**src/rspsc_consts.svh**
```systemverilog
`ifndef RSPSC_CONSTS_SVH
`define RSPSC_CONSTS_SVH
// ----------------------------------------
// Register offsets
// ----------------------------------------
`define RSPSC_PM_CTRL_ADDR 8'h00
`define RSPSC_PM_STAT_ADDR 8'h04
`define RSPSC_PULL_CTRL_ADDR 8'h08
`define RSPSC_DET_CTRL_ADDR 8'h0c
`define RSPSC_DEV_STAT_ADDR 8'h10
// ----------------------------------------
// Field positions
// ----------------------------------------
`define RSPSC_DEV_IDLE_BIT 0
`define RSPSC_COMP_SLEEP_BIT 1
`define RSPSC_DET_ID_PULL_BIT 0
`define RSPSC_DET_VBUS_CMP_BIT 1
`define RSPSC_DET_VBUS_SW_BIT 2
`define RSPSC_DET_A_SIDE_BIT 3
// ----------------------------------------
// Reset values and timing
// ----------------------------------------
`define RSPSC_PM_CTRL_RST 2'h0
`define RSPSC_PULL_CTRL_RST 8'h00
`define RSPSC_DET_CTRL_RST 4'h0
`define RSPSC_CORE_RST_CYCLES 5'h10
`define RSPSC_XTAL_KHZ 24000
`define RSPSC_EXT_CLK_KHZ 19200
`endif

```
**src/rspsc_pkg.sv**
```systemverilog
package rspsc_pkg;
  typedef enum logic [2:0] {
    RSPSC_ST_RESET = 3'b001,
    RSPSC_ST_IDLE = 3'b010,
    RSPSC_ST_NORMAL = 3'b100
  } rspsc_state_t;
  typedef enum logic {
    RSPSC_CLK_CRYSTAL = 1'b0,
    RSPSC_CLK_EXTERNAL = 1'b1
  } rspsc_clk_sel_t;
endpackage

```
**src/rspsc_sync2.sv**
```systemverilog
`timescale 1ns/1ps
// Two-flop synchroniser for an asynchronous level
module rspsc_sync2
  import rspsc_pkg::*;
(
  input wire logic core_clk_i,
  input wire logic d_i,
  output logic q_o
);
  logic meta_r;
  logic sync_r;

  always_ff @(posedge core_clk_i)
  begin
    meta_r <= d_i;
    sync_r <= meta_r;
  end

  assign q_o = sync_r;
endmodule

```
**src/rspsc_ctrl.sv**
```systemverilog
// Local design decisions: the address map and the strobed register port.
`timescale 1ns/1ps
`include "rspsc_consts.svh"
module rspsc_ctrl
  import rspsc_pkg::*;
(
  input wire logic core_clk_i,
  input wire logic reset_i,
  input wire logic ext_reset_n_i,
  input wire logic clock_source_strap_i,
  input wire logic host_if_strap_i,
  input wire logic wakeup_i,
  input wire logic id_level_i,
  input wire logic vbus_level_i,
  input wire logic [7:0] reg_addr_i,
  input wire logic [31:0] reg_wdata_i,
  input wire logic reg_wr_i,
  input wire logic reg_rd_i,
  output logic [31:0] reg_rdata_o,
  output logic core_reset_o,
  output logic pins_func_en_o,
  output logic pins_bidir_oe_o,
  output logic pins_min_leak_o,
  output logic [7:0] pull_ctrl_o,
  output logic clock_source_sel_o,
  output logic host_if_sel_o,
  output logic host_if_reserved_o,
  output logic clocks_en_o,
  output logic phy_enable_o,
  output logic phy_suspend_o,
  output logic phy_refclk_en_o,
  output logic lp_vbus_cmp_en_o,
  output logic vbus_cmp_en_o,
  output logic session_end_det_en_o,
  output logic id_det_en_o,
  output logic otg_id_pull_enable_o,
  output logic vbus_switch_enable_o,
  output logic companion_sleep_o,
  output logic ready_irq_o,
  output logic [2:0] power_state_o
);
  // ----------------------------------------
  // Reset synchronisation
  // ----------------------------------------
  logic ext_rst_n_sync;
  logic clk_strap_sync;
  logic host_strap_sync;
  logic ext_rst_n_d_r;
  logic in_reset;
  logic [4:0] rst_cnt_r;
  logic core_reset_r;
  logic core_reset_d_r;

  rspsc_sync2 u_sync_rst
  (
    .core_clk_i(core_clk_i),
    .d_i(ext_reset_n_i),
    .q_o(ext_rst_n_sync)
  );

  rspsc_sync2 u_sync_clk_strap
  (
    .core_clk_i(core_clk_i),
    .d_i(clock_source_strap_i),
    .q_o(clk_strap_sync)
  );

  rspsc_sync2 u_sync_host_strap
  (
    .core_clk_i(core_clk_i),
    .d_i(host_if_strap_i),
    .q_o(host_strap_sync)
  );

  // Local reset, or external reset low once through the two-flop synchroniser, forces RESET at the next edge
  assign in_reset = reset_i | ~ext_rst_n_sync;

  always_ff @(posedge core_clk_i)
  begin
    if (reset_i)
    begin
      ext_rst_n_d_r <= 1'b0;
    end
    else
    begin
      ext_rst_n_d_r <= ext_rst_n_sync;
    end
  end

  // ----------------------------------------
  // Core reset counter
  // ----------------------------------------
  always_ff @(posedge core_clk_i)
  begin
    if (in_reset)
    begin
      rst_cnt_r <= 5'h0;
      core_reset_r <= 1'b1;
    end
    else if (core_reset_r)
    begin
      rst_cnt_r <= rst_cnt_r + 5'h1;
      if (rst_cnt_r == `RSPSC_CORE_RST_CYCLES - 5'h1)
      begin
        core_reset_r <= 1'b0;
      end
    end
  end

  always_ff @(posedge core_clk_i)
  begin
    if (reset_i)
    begin
      core_reset_d_r <= 1'b1;
    end
    else
    begin
      core_reset_d_r <= core_reset_r;
    end
  end

  // ----------------------------------------
  // Strap capture
  // ----------------------------------------
  logic clk_sel_r;
  logic host_sel_r;

  // Straps follow the pins while reset is low, freeze on its rising edge
  always_ff @(posedge core_clk_i)
  begin
    if (reset_i)
    begin
      clk_sel_r <= RSPSC_CLK_CRYSTAL;
      host_sel_r <= 1'b0;
    end
    else if (!ext_rst_n_sync || !ext_rst_n_d_r)
    begin
      clk_sel_r <= clk_strap_sync;
      host_sel_r <= host_strap_sync;
    end
  end

  assign clock_source_sel_o = clk_sel_r;
  assign host_if_sel_o = host_sel_r;
  assign host_if_reserved_o = host_sel_r;

  // ----------------------------------------
  // Power state machine
  // ----------------------------------------
  rspsc_state_t state_r;
  rspsc_state_t state_nxt;
  logic [1:0] pm_ctrl_r;
  logic dev_idle;
  logic comp_sleep;

  assign dev_idle = pm_ctrl_r[`RSPSC_DEV_IDLE_BIT];
  assign comp_sleep = pm_ctrl_r[`RSPSC_COMP_SLEEP_BIT];

  always_comb
  begin
    state_nxt = state_r;
    unique case (state_r)
      RSPSC_ST_RESET:
      begin
        if (!core_reset_r)
        begin
          state_nxt = RSPSC_ST_NORMAL;
        end
      end
      RSPSC_ST_NORMAL:
      begin
        if (dev_idle)
        begin
          state_nxt = RSPSC_ST_IDLE;
        end
      end
      RSPSC_ST_IDLE:
      begin
        if (wakeup_i)
        begin
          state_nxt = RSPSC_ST_NORMAL;
        end
      end
      default:
      begin
        state_nxt = RSPSC_ST_RESET;
      end
    endcase
  end

  always_ff @(posedge core_clk_i)
  begin
    if (in_reset)
    begin
      state_r <= RSPSC_ST_RESET;
    end
    else
    begin
      state_r <= state_nxt;
    end
  end

  logic st_reset;
  logic st_idle;
  logic st_normal;

  assign st_reset = (state_r == RSPSC_ST_RESET);
  assign st_idle = (state_r == RSPSC_ST_IDLE);
  assign st_normal = (state_r == RSPSC_ST_NORMAL);
  assign power_state_o = state_r;

  // ----------------------------------------
  // Registers
  // ----------------------------------------
  logic [7:0] pull_ctrl_r;
  logic [3:0] det_ctrl_r;
  logic acc_ok;
  logic [31:0] rdata_r;

  // Access only in NORMAL; IDLE refuses and keeps pull_ctrl_r and det_ctrl_r, but wake-up from IDLE clears pm_ctrl_r
  assign acc_ok = st_normal;

  always_ff @(posedge core_clk_i)
  begin
    if (in_reset)
    begin
      pm_ctrl_r <= `RSPSC_PM_CTRL_RST;
    end
    else if (st_idle && wakeup_i)
    begin
      pm_ctrl_r <= `RSPSC_PM_CTRL_RST;
    end
    else if (reg_wr_i && acc_ok && reg_addr_i == `RSPSC_PM_CTRL_ADDR)
    begin
      pm_ctrl_r <= reg_wdata_i[1:0];
    end
  end

  always_ff @(posedge core_clk_i)
  begin
    if (in_reset)
    begin
      pull_ctrl_r <= `RSPSC_PULL_CTRL_RST;
      det_ctrl_r <= `RSPSC_DET_CTRL_RST;
    end
    else if (reg_wr_i && acc_ok)
    begin
      if (reg_addr_i == `RSPSC_PULL_CTRL_ADDR)
      begin
        pull_ctrl_r <= reg_wdata_i[7:0];
      end
      if (reg_addr_i == `RSPSC_DET_CTRL_ADDR)
      begin
        det_ctrl_r <= reg_wdata_i[3:0];
      end
    end
  end

  always_ff @(posedge core_clk_i)
  begin
    if (in_reset)
    begin
      rdata_r <= 32'h0;
    end
    else if (reg_rd_i && acc_ok)
    begin
      unique case (reg_addr_i)
        `RSPSC_PM_CTRL_ADDR: rdata_r <= {30'h0, pm_ctrl_r};
        `RSPSC_PM_STAT_ADDR: rdata_r <= {26'h0, host_sel_r, clk_sel_r, 1'b0, state_r};
        `RSPSC_PULL_CTRL_ADDR: rdata_r <= {24'h0, pull_ctrl_r};
        `RSPSC_DET_CTRL_ADDR: rdata_r <= {28'h0, det_ctrl_r};
        `RSPSC_DEV_STAT_ADDR: rdata_r <= {30'h0, vbus_level_i, id_level_i};
        default: rdata_r <= 32'h0;
      endcase
    end
    else
    begin
      rdata_r <= 32'h0;
    end
  end

  assign reg_rdata_o = rdata_r;

  // ----------------------------------------
  // Ready interrupt
  // ----------------------------------------
  logic ready_irq_r;

  always_ff @(posedge core_clk_i)
  begin
    if (in_reset)
    begin
      ready_irq_r <= 1'b0;
    end
    else
    begin
      ready_irq_r <= core_reset_d_r & ~core_reset_r;
    end
  end

  assign ready_irq_o = ready_irq_r;

  // ----------------------------------------
  // Pin, clock and PHY control
  // ----------------------------------------
  logic sleep_r;
  logic vbus_sw_r;

  always_ff @(posedge core_clk_i)
  begin
    if (in_reset)
    begin
      sleep_r <= 1'b0;
    end
    else
    begin
      sleep_r <= (state_nxt == RSPSC_ST_IDLE) && dev_idle && comp_sleep;
    end
  end

  always_ff @(posedge core_clk_i)
  begin
    if (in_reset)
    begin
      vbus_sw_r <= 1'b0;
    end
    else
    begin
      vbus_sw_r <= det_ctrl_r[`RSPSC_DET_VBUS_SW_BIT] && det_ctrl_r[`RSPSC_DET_A_SIDE_BIT]
        && !id_level_i;
    end
  end

  assign companion_sleep_o = sleep_r;
  assign vbus_switch_enable_o = vbus_sw_r & st_normal;
  assign core_reset_o = core_reset_r;
  assign pins_func_en_o = st_normal & ~core_reset_r;
  assign pins_bidir_oe_o = st_normal;
  assign pins_min_leak_o = st_idle;
  assign pull_ctrl_o = pull_ctrl_r;
  assign clocks_en_o = ~st_idle;
  assign phy_enable_o = ~st_idle;
  assign phy_suspend_o = st_idle;
  assign phy_refclk_en_o = ~st_idle;
  assign lp_vbus_cmp_en_o = st_idle;
  assign vbus_cmp_en_o = st_normal & det_ctrl_r[`RSPSC_DET_VBUS_CMP_BIT];
  assign session_end_det_en_o = st_normal;
  assign id_det_en_o = st_normal | st_idle;
  assign otg_id_pull_enable_o = st_normal & det_ctrl_r[`RSPSC_DET_ID_PULL_BIT];
endmodule

```
**config.mk**
```make
export PLATFORM = sky130hd
export DESIGN_NAME = rspsc_ctrl
export DESIGN_NICKNAME = d
export VERILOG_FILES = /design/src/rspsc_pkg.sv /design/src/rspsc_sync2.sv /design/src/rspsc_ctrl.sv
export VERILOG_INCLUDE_DIRS = /design/src
export SDC_FILE = /design/constraint.sdc
export NUM_CORES = 1
export LEC_CHECK = 0
export BUFFER_PORTS_ARGS = -buffer_cell sky130_fd_sc_hd__buf_2
export CORE_MARGIN = 2
export CORE_UTILIZATION = 40
export DETAILED_ROUTE_END_ITERATION = 10
export PLACE_DENSITY = 0.78
export SYNTH_ARGS = -nofsm -noshare
export SYNTH_HDL_FRONTEND = slang
export SYNTH_SLANG_ARGS = --single-unit
```
**constraint.sdc**
```tcl
create_clock -name core_clk_i -period 1.6 [get_ports core_clk_i]
set_input_delay 0.16 -clock core_clk_i [delete_from_list [all_inputs] [get_ports core_clk_i]]
set_output_delay 0.16 -clock core_clk_i [all_outputs]
set_load 0.005 [all_outputs]
```
* Yosys cells after proc, flatten, opt, wreduce, memory -nomap -nowiden *
Index checks and enable logic that the tools add are counted.
W data, S select, Z words.

word-level totals
  register bits after elaboration = 68
  memory bits (read-only) = 0
  input port bits = 50
  memories kept = 0
  output and inout port bits = 62
  latch bits = 0
  memory bits (writable) = 0
  logic and storage cells = 65

cells by class
  equal/unequal tests = 9
  $lt $le $gt $ge = 0
  bitwise gates (word level) = 11
  muxes and demuxes = 7
  add/sub/neg operators = 1
  reductions and logical operators = 17
  divide/modulo/power cells = 0
  multiply operators = 0
  shifts and indexed selects = 0

operator list
  kind                   number
  $pmux W8 S5            1
  $eq A8 B4 Y1 const B   2
  $mux W3                3
  $pmux W3 S3            1
  $eq A8 B3 Y1 const B   1
  $eq A8 B5 Y1 const B   1
  $logic_and A1 B1 Y1    8
  $logic_not A8 Y1       1
  $eq A3 B2 Y1 const B   2
  $add A5 B1 Y5 const B  1
  $and A1 B1 Y1          5
  $eq A5 B4 Y1 const B   1
  $not A1 Y1             4
  $reduce_and A2 Y1      2
  $reduce_or A2 Y1       2
  $eq A3 B1 Y1 const B   1
  $eq A3 B3 Y1 const B   1
  $logic_not A1 Y1       3
  $mux W1                2
  $or A1 B1 Y1           2
  $logic_or A1 B1 Y1     1

* Logic depth before layout (Yosys ltp) *
Gate-level depths: netlist (run 1).

  depth in word-level cells = 5
  gate-level depth with buffers = 6
  gate-level depth less buffers = 4

* Hierarchy *
A second synthesis (run 1) with hierarchy kept.

unflattened totals
  cells, all modules = 226
  area, all modules = 2090.8 um2

modules (own cells, without submodules)
  module       cells each  area each (um2)  sequential area each (um2)  instances
  rspsc_ctrl   220         1970.6           760.7                       1
  rspsc_sync2  2           40.0             40.0                        3

* Least setup slack after synthesis (run 1) *
OpenSTA, ideal clock, no wires.

  kind = register to register
  start = register state_r[2], in the netlist power_state_o[2]
  end = register pull_ctrl_r[0], in the netlist pull_ctrl_o[0]
  setup slack = -0.181 ns
  stages on the path, launching flop included = 5
  setup time = 0.072 ns
  period minus slack after synthesis = 1.781 ns
  data arrival time = 1.709 ns
  buffers on the path = 1
  path through = dfxtp_1 > or3b_1 > buf_6 > nor4_4 > mux2i_1

between the ends
  word-level cells in the longest chain between the ends = 3

ends and longest elaborated chain
  item                         line               text
  start: declaration           rspsc_ctrl.sv:150  rspsc_state_t state_r;
  start signal: assignment     rspsc_ctrl.sv:199  state_r <= state_nxt;
  $eq A3 B3 Y1                 rspsc_ctrl.sv:209  assign st_normal = (state_r == RSPSC_ST_NORMAL);
  $logic_and A1 B1 Y1          rspsc_ctrl.sv:246  else if (reg_wr_i && acc_ok)
  $reduce_and A2 Y1 (no line)  --
  end signal: assignment       rspsc_ctrl.sv:243  pull_ctrl_r <= `RSPSC_PULL_CTRL_RST;
  end signal: assignment       rspsc_ctrl.sv:250  pull_ctrl_r <= reg_wdata_i[7:0];
  end: declaration             rspsc_ctrl.sv:215  logic [7:0] pull_ctrl_r;

No other way between the ends.
A chain may end at the register's enable or synchronous reset.

* Worst setup path in the final report (run 1) *
  start = register state_r[1], in the netlist power_state_o[1]
  end = output port vbus_switch_enable_o

between the ends
  word-level cells in the longest chain between the ends = 2

ends and longest elaborated chain
  item              line               text
  $eq A3 B3 Y1      rspsc_ctrl.sv:209
  $and A1 B1 Y1     rspsc_ctrl.sv:335  assign vbus_switch_enable_o = vbus_sw_r & st_normal;
  end: declaration  rspsc_ctrl.sv:37   output logic vbus_switch_enable_o,

No other way between the ends.

==> results.md, run 1 <==
* Status: finished, final reports clean
* Final setup vio count at 0
* Crit path DAT at 1.41 ns
* CTS tree: done
* Fmax at 638 MHz
* Post-synth EDFFs at 0
* Crit path max fanout at 6
* Final Critical Period at 1.57 ns
* Post-synthesis register bit count at 44
* Final worst-path cycle share at 98.0%
* CP Capture Type: primary output
* Final WL at 4.59 mm
* End point of the critical path: vbus_switch_enable_o
* Synthesis Warnings at 0
* Largest net degree at the start of global routing at 26
* Multi-input logic area at 0.00101 mm^2
* Crit-path max cell delay at 0.42 ns
* Fin. Hold Viols at 0
* Start of the worst register-to-register path: power_state_o[1]$_SDFF_PP0_
* Max clock buf depth at 2
* Storage cell area at 887 um^2
* GP Congestion at 0.879
* Die span in y at 75.9 um
* Drt drc at 0
* Total track usage at 15.4%
* Vias/cell at 4.64
* Count of port buffers added during placement at 63
* Worst EP required at 1.44 ns
* CTS root buf: clkbuf_8
* Antenna diodes at 0
* Synth Area per Inst at 9.58 um^2
* Leakage at 1.24 nW
* Die W at 75.9 um
* Asr flop ratio synth at 0%
* Critical path startpoint: power_state_o[1]$_SDFF_PP0_
* Layout Utilization at 52.2%
* # Max-Cap Violations at 0
* Sink Count at 44
* Ports at 112
* Clock Latency Late Sink at 0.29 ns
* Clk slew on worst S/H paths at 0.07 ns
* WL per Instance at 12.6 um
* Slew Viols, Final at 0
* Cts bufs inserted at 5
* Critical path class: flip-flop to primary output
* Die area at 0.00576 mm^2
* FILL cells at 463
* RSZ-0062 raised after global routing: true
* DPL Wire Length at 3.28 mm
* Total global routing overflow at 0
* Crit start category: flip-flop
* DRT Pass-1 Iters at 4
* Critical R2R Capture: pull_ctrl_o[2]$_SDFFE_PP0P_
* Post-route ant nets at 0
* Via Count at 1,694
* Worst path cell trace: or3b_4 -> inv_4 -> and2_4 -> buf_6
* 1st-iter DRT viols at 89
* Total power at 1.92 mW
* Flop2flop setup slack at 0.03 ns
* Initial antenna violation count at 0
* R2R cell count at 5
* H-Tree Depth at 2
* Share of post-route cells with drive strength above 1 at 38.6%
* Layout Skew at 0.00412 ns
* Initial Util at 41.0%
* PD cells at 729 mW/mm^2
* FP Rows at 26
* Area grow syn2layout at 27.3%
* Core Area at 0.00504 mm^2
* Post-synthesis sequential area ratio at 42.6%
* Worst vdd ir at 0.000434 V
* CP max stage cell: or3b_4
* HP Class: primary input to flip-flop
* Ys flop type: dfxtp_1
* First-pass GRT wire length at 7.17 mm
* Synthesized cell area at 0.00207 mm^2
* Vias in the first global route at 1,560
* Layout Nets at 347
* Post-Synthesis Cells at 216
* Post-synthesis cell type count at 47
[power breakdown]
part           leakage, nW  switching, mW  internal (mW)
Clock               0.0410          0.351          0.297
Sequential           0.359        0.00884           1.11
Combinational        0.835         0.0869         0.0668
Total                 1.24          0.447           1.47
[timing repair]
action / CTS / global route
buffers inserted: 3 / 3
setup endpoints to repair: 18 / 17
resized for setup: 9 / 11
pin swaps: 2 / 2
hold endpoints to repair: 3 / 0
hold buffers: 3 / 0
[layout by cell type (no fill, tap or decap), types with 3 or more instances in the layout]
cell type	Yosys	final
buf_2	0	62
a22oi_1	3	3
and3_1	5	5
nand2_1	28	28
nor4_4	2	3
mux2i_1	18	17
nor2_1	12	11
inv_1	5	4
a21oi_1	5	5
buf_6	4	4
dlygate4sd3_1	0	3
dfxtp_1	44	41
nand4_1	4	4
o21ai_0	3	3
buf_4	30	19
clkbuf_8	0	5
conb_1	1	24
[worst min path at each step]
| stage | depth (start not counted) | from | to |
|---|---|---|---|
| 4_1_cts | 2 | id_level_i | vbus_sw_r$_SDFF_PP0_ |
| 2_1_floorplan | 0 | clock_source_strap_i | u_sync_clk_strap.meta_r$_DFF_P_ |
| 3_3_place_gp | 1 | ext_reset_n_i | u_sync_rst.meta_r$_DFF_P_ |
| 3_5_place_dp | 1 | ext_reset_n_i | u_sync_rst.meta_r$_DFF_P_ |
| 5_1_grt | 2 | id_level_i | vbus_sw_r$_SDFF_PP0_ |
| 6_report | 2 | id_level_i | vbus_sw_r$_SDFF_PP0_ |
[registers in the layout, summed over array words and instances, names as in the netlist]
name	cells
u_sync_clk_strap.q_o	1
host_if_reserved_o	1
u_sync_rst.q_o	1
pm_ctrl_r	2
vbus_sw_r	1
u_sync_host_strap.q_o	1
reg_rdata_o	8
core_reset_o	1
det_ctrl_r	4
companion_sleep_o	1
u_sync_clk_strap.meta_r	1
clock_source_sel_o	1
ready_irq_o	1
rst_cnt_r	5
u_sync_host_strap.meta_r	1
core_reset_d_r	1
power_state_o	3
u_sync_rst.meta_r	1
ext_rst_n_d_r	1
pull_ctrl_o	8
[layout make-up]
| class | count | area share [%] |
|---|---|---|
| Timing Repair Buffer | 89 | 20.8 |
| Inverter | 6 | 0.951 |
| Clock inverter | 1 | 0.190 |
| Clock buffer | 6 | 2.76 |
| Multi-Input combinational cell | 149 | 38.3 |
| Tap cell | 70 | 3.33 |
| Sequential cell | 44 | 33.7 |
[cell usage after synthesis (2+ instances only)]
library cell	n	area share [%]
nand2b_1	2	0.60
nor4bb_1	2	0.97
xor2_1	2	0.85
nor4_1	2	0.60
clkbuf_1	5	0.91
ha_1	2	1.2
nor2_1	12	2.2
nand4_1	4	1.2
o311a_1	2	0.97
o21ai_0	3	0.73
mux2i_1	18	8.7
and2_1	3	0.91
inv_1	5	0.91
dfxtp_1	44	43
nor4_4	2	2.1
or2_2	2	0.60
nor2b_1	2	0.60
or4b_1	2	0.97
nand3_1	2	0.48
buf_4	30	11
nand2_1	28	5.1
a22oi_1	3	1.1
o41ai_1	2	0.85
a21oi_1	5	1.2
buf_6	4	2.2
or3b_2	2	0.85
and3_1	5	1.5
a21o_1	2	0.73
[per-layer routing]
layer  part of all wire (%)  GRT usage, %  routed length, um
met2                     51          25.3               2330
met5                      0             0                  0
met4                    2.9          8.18                131
met3                    4.9          4.29                225
met1                     42          18.5               1910
[logic make-up (layout without fill, tap and decap cells)]
kind of cell / count (synthesis) / count (layout) / share of synthesized area (%)
xor+xnor: 3 / 3 / 1.27
fa+ha+maj: 2 / 2 / 1.21
other cells: 1 / 24 / 0.181
mux: 19 / 19 / 9.26
flops: 44 / 44 / 42.6
compound gates: 20 / 20 / 6.71
buf+inv: 46 / 102 / 15.3
simple gates: 81 / 81 / 23.5
[through the flow]
step / hold WS, ns / instances / setup slack [ns] / setup TNS, ns / cell area (um^2)
after floorplan: 0.188 / 239 / -0.0978 / -0.782 / 2160
after global placement: 0.264 / 350 / -0.00894 / -0.0434 / 2410
after detailed placement: 0.264 / 350 / -0.0523 / -0.368 / 2410
after CTS: 0.0644 / 362 / 0.00695 / 0 / 2550
after global routing: 0.0659 / 365 / -0.0393 / -0.0852 / 2630
final: 0.0686 / 365 / 0.0317 / 0 / 2630
[worst max-delay path: cells and delay by family, from the launching register on]
family        cells  cell delay, ns
buf+inv           2            0.19
flops             1            0.36
simple gates      2            0.57
(Power assumes the default switching activity.)
==> run 2, diff against run 1 <==
--- a/config.mk
+++ b/config.mk
@@ -11,6 +11,7 @@
 export CORE_UTILIZATION = 40
 export DETAILED_ROUTE_END_ITERATION = 10
 export PLACE_DENSITY = 0.78
+export RECOVER_POWER = 100
 export SYNTH_ARGS = -nofsm -noshare
 export SYNTH_HDL_FRONTEND = slang
 export SYNTH_SLANG_ARGS = --single-unit
==> constraint.sdc (replaced) <==
create_clock -name core_clk_i -period 1.6 [get_ports core_clk_i]
set_input_delay 0.4 -clock core_clk_i [delete_from_list [all_inputs] [get_ports core_clk_i]]
set_output_delay 0.4 -clock core_clk_i [all_outputs]
set_load 0.005 [all_outputs]
==> run 2 against run 1 <==
Against the previous run: the run now ends with setup timing left; utilization rose by 1.5 points; fmax fell by 12%; largest cell class unchanged; clock power rose by 28%; sequential share of layout area fell by 1.1 points; largest power group unchanged; flip-flop and latch count did not move; non-clock buffer count rose by 1; critical endpoint unchanged; clock-buffer cell count fell by 1; total power rose by 9.4%; wire length fell by 2.2%; register-to-register slack got worse by 0.10 ns.
==> results.md, run 2 (synthesis results as in run 1) <==
* Die area at 0.00576 mm^2
* Total track usage at 14.5%
* Initial antenna violation count at 0
* First-pass GRT wire length at 6.89 mm
* Gr busiest metal: met2
* Initial Util at 41.0%
* Core Area at 0.00504 mm^2
* Final hold slack at 0.208 ns
* RSZ-0062 raised after global routing: true
* Count of port buffers added during placement at 63
* # Max-Cap Violations at 0
* Total global routing overflow at 0
* Commonest non-fill, non-tap cell in the layout: buf_2
* Violated checks: setup timing
* Fin area at 0.00271 mm^2
* DRT Pass-1 Iters at 4
* Commonest non-fill, non-tap cells in the layout: buf_2 (57), dfxtp_1 (42), nand2_1 (28), conb_1 (24), buf_4 (20)
* Final setup vio count at 25
* Hold Crit Depth at 1
* PD cells at 774 mW/mm^2
* GP Congestion at 0.881
* Die W at 75.9 um
* CTS root buf: clkbuf_8
* Global Route met3 Usage at 4.17%
* Status: finished with violations
* Layout Skew at 0.00191 ns
* DPL Wire Length at 3.19 mm
* Fin. Hold Viols at 0
* Min-Delay Startpoint: ext_reset_n_i
* Clk slew on worst S/H paths at 0.08 ns
* Crit start category: flip-flop
* Layout Nets at 348
* Final worst-path cycle share at 112%
* Met1 Usage GRT at 15.6%
* 1st-iter DRT viols at 77
* Slew Viols, Final at 0
* R2R cell count at 6
* Post-route ant nets at 0
* Worst EP required at 1.20 ns
* Worst vdd ir at 0.000380 V
* Leakage at 1.26 nW
* Critical R2R Capture: pull_ctrl_o[5]$_SDFFE_PP0P_
* Dpl cell area at 0.00245 mm^2
* Crit path DAT at 1.39 ns
* Crit path max fanout at 5
* Max clock buf depth at 2
* CP Capture Type: primary output
* Sink Count at 44
* Cts bufs inserted at 5
* Ports at 112
* Final Critical Period at 1.79 ns
* Vias/cell at 4.71
* Antenna diodes at 0
* Area grow syn2layout at 31.0%
* Vias in the first global route at 1,559
* HP Class: primary input to flip-flop
* CTS tree: done
* Via Count at 1,730
* Fmax at 559 MHz
* Clock Latency Late Sink at 0.29 ns
* Critical path class: flip-flop to primary output
* Final WL at 4.49 mm
* Share of post-route cells with drive strength above 1 at 41.1%
* Start of the worst register-to-register path: power_state_o[2]$_SDFF_PP0_
* Largest net degree at the start of global routing at 26
* Die span in y at 75.9 um
* Final worst setup slack at -0.187 ns
* FP Rows at 26
* H-Tree Depth at 2
* Met2 usage at 27.5%
* Drt drc at 0
* Hold endpoint: u_sync_rst.meta_r$_DFF_P_
* WL per Instance at 12.2 um
* Flop2flop setup slack at -0.07 ns
[run 2: changes by cell type in the layout (fill, tap and decap cells not counted), sizes merged]
cell / change
buf: +3
bufinv: +1
clkinvlp: +1
dlygate4sd3: -3
[run 2: where the power goes]
part | total [mW] | internal (mW) | switching [mW] | leakage (nW)
Clock | 0.832 | 0.462 | 0.370 | 0.0541
Sequential | 1.12 | 1.11 | 0.00885 | 0.359
Combinational | 0.148 | 0.0641 | 0.0843 | 0.850
[run 2: timing repair]
item	CTS	global route
resized for setup	13	15
setup buffers	2	2
hold buffers	0	0
pin swaps	6	5
endpoints found under the setup margin	23	30
[run 2: worst max path at each step]
stage	cells after the start	slack [ns]	startpoint	to
floorplan	4	-0.21	reg_addr_i[2]	pull_ctrl_o[0]$_SDFFE_PP0P_
global placement	5	-0.08	reg_addr_i[2]	pull_ctrl_o[0]$_SDFFE_PP0P_
detailed placement	5	-0.14	reg_addr_i[2]	pull_ctrl_o[5]$_SDFFE_PP0P_
CTS	4	-0.18	power_state_o[2]$_SDFF_PP0_	pins_func_en_o
global route	4	-0.22	power_state_o[2]$_SDFF_PP0_	pins_func_en_o
finish	4	-0.19	power_state_o[2]$_SDFF_PP0_	vbus_switch_enable_o
[run 2: cell type report]
class                           instances  area [um^2]
Timing Repair Buffer                   90          583
Sequential cell                        44          883
Clock buffer                            5         68.8
Clock inverter                          3         42.5
Tap cell                               70         87.6
Inverter                                6         25.0
Fill cell                             469         2330
Multi-Input combinational cell        149         1020
[run 2: per-stage QoR]
stage / setup slack [ns] / cells / setup TNS [ns] / total power, mW / utilization (%)
after floorplan: -0.213 / 239 / -1.71 / 1.27 / -
after global placement: -0.0816 / 355 / -0.658 / 1.29 / 48.6
after detailed placement: -0.138 / 355 / -0.865 / 1.29 / 48.6
after CTS: -0.178 / 365 / -1.93 / 2.11 / 51.9
after global routing: -0.223 / 367 / -4.41 / 2.18 / 53.7
final: -0.187 / 367 / -2.43 / 2.10 / 53.7
[run 2: critical path, cell delays in order, from the launching register on]
cell and delay, ns:
dfxtp_2 0.34, or3b_4 0.42, inv_4 0.10, and2_4 0.15, buf_6 0.09
[run 2: per-layer routing]
metal  wire length (um)  vias to the layer above  share of wire, %
met3                251                        4               5.6
met1               1840                      830                41
met4                 27                        0              0.60
li1                   -                      848                 -
met2               2370                       48                53
met5                  0                        -                 0
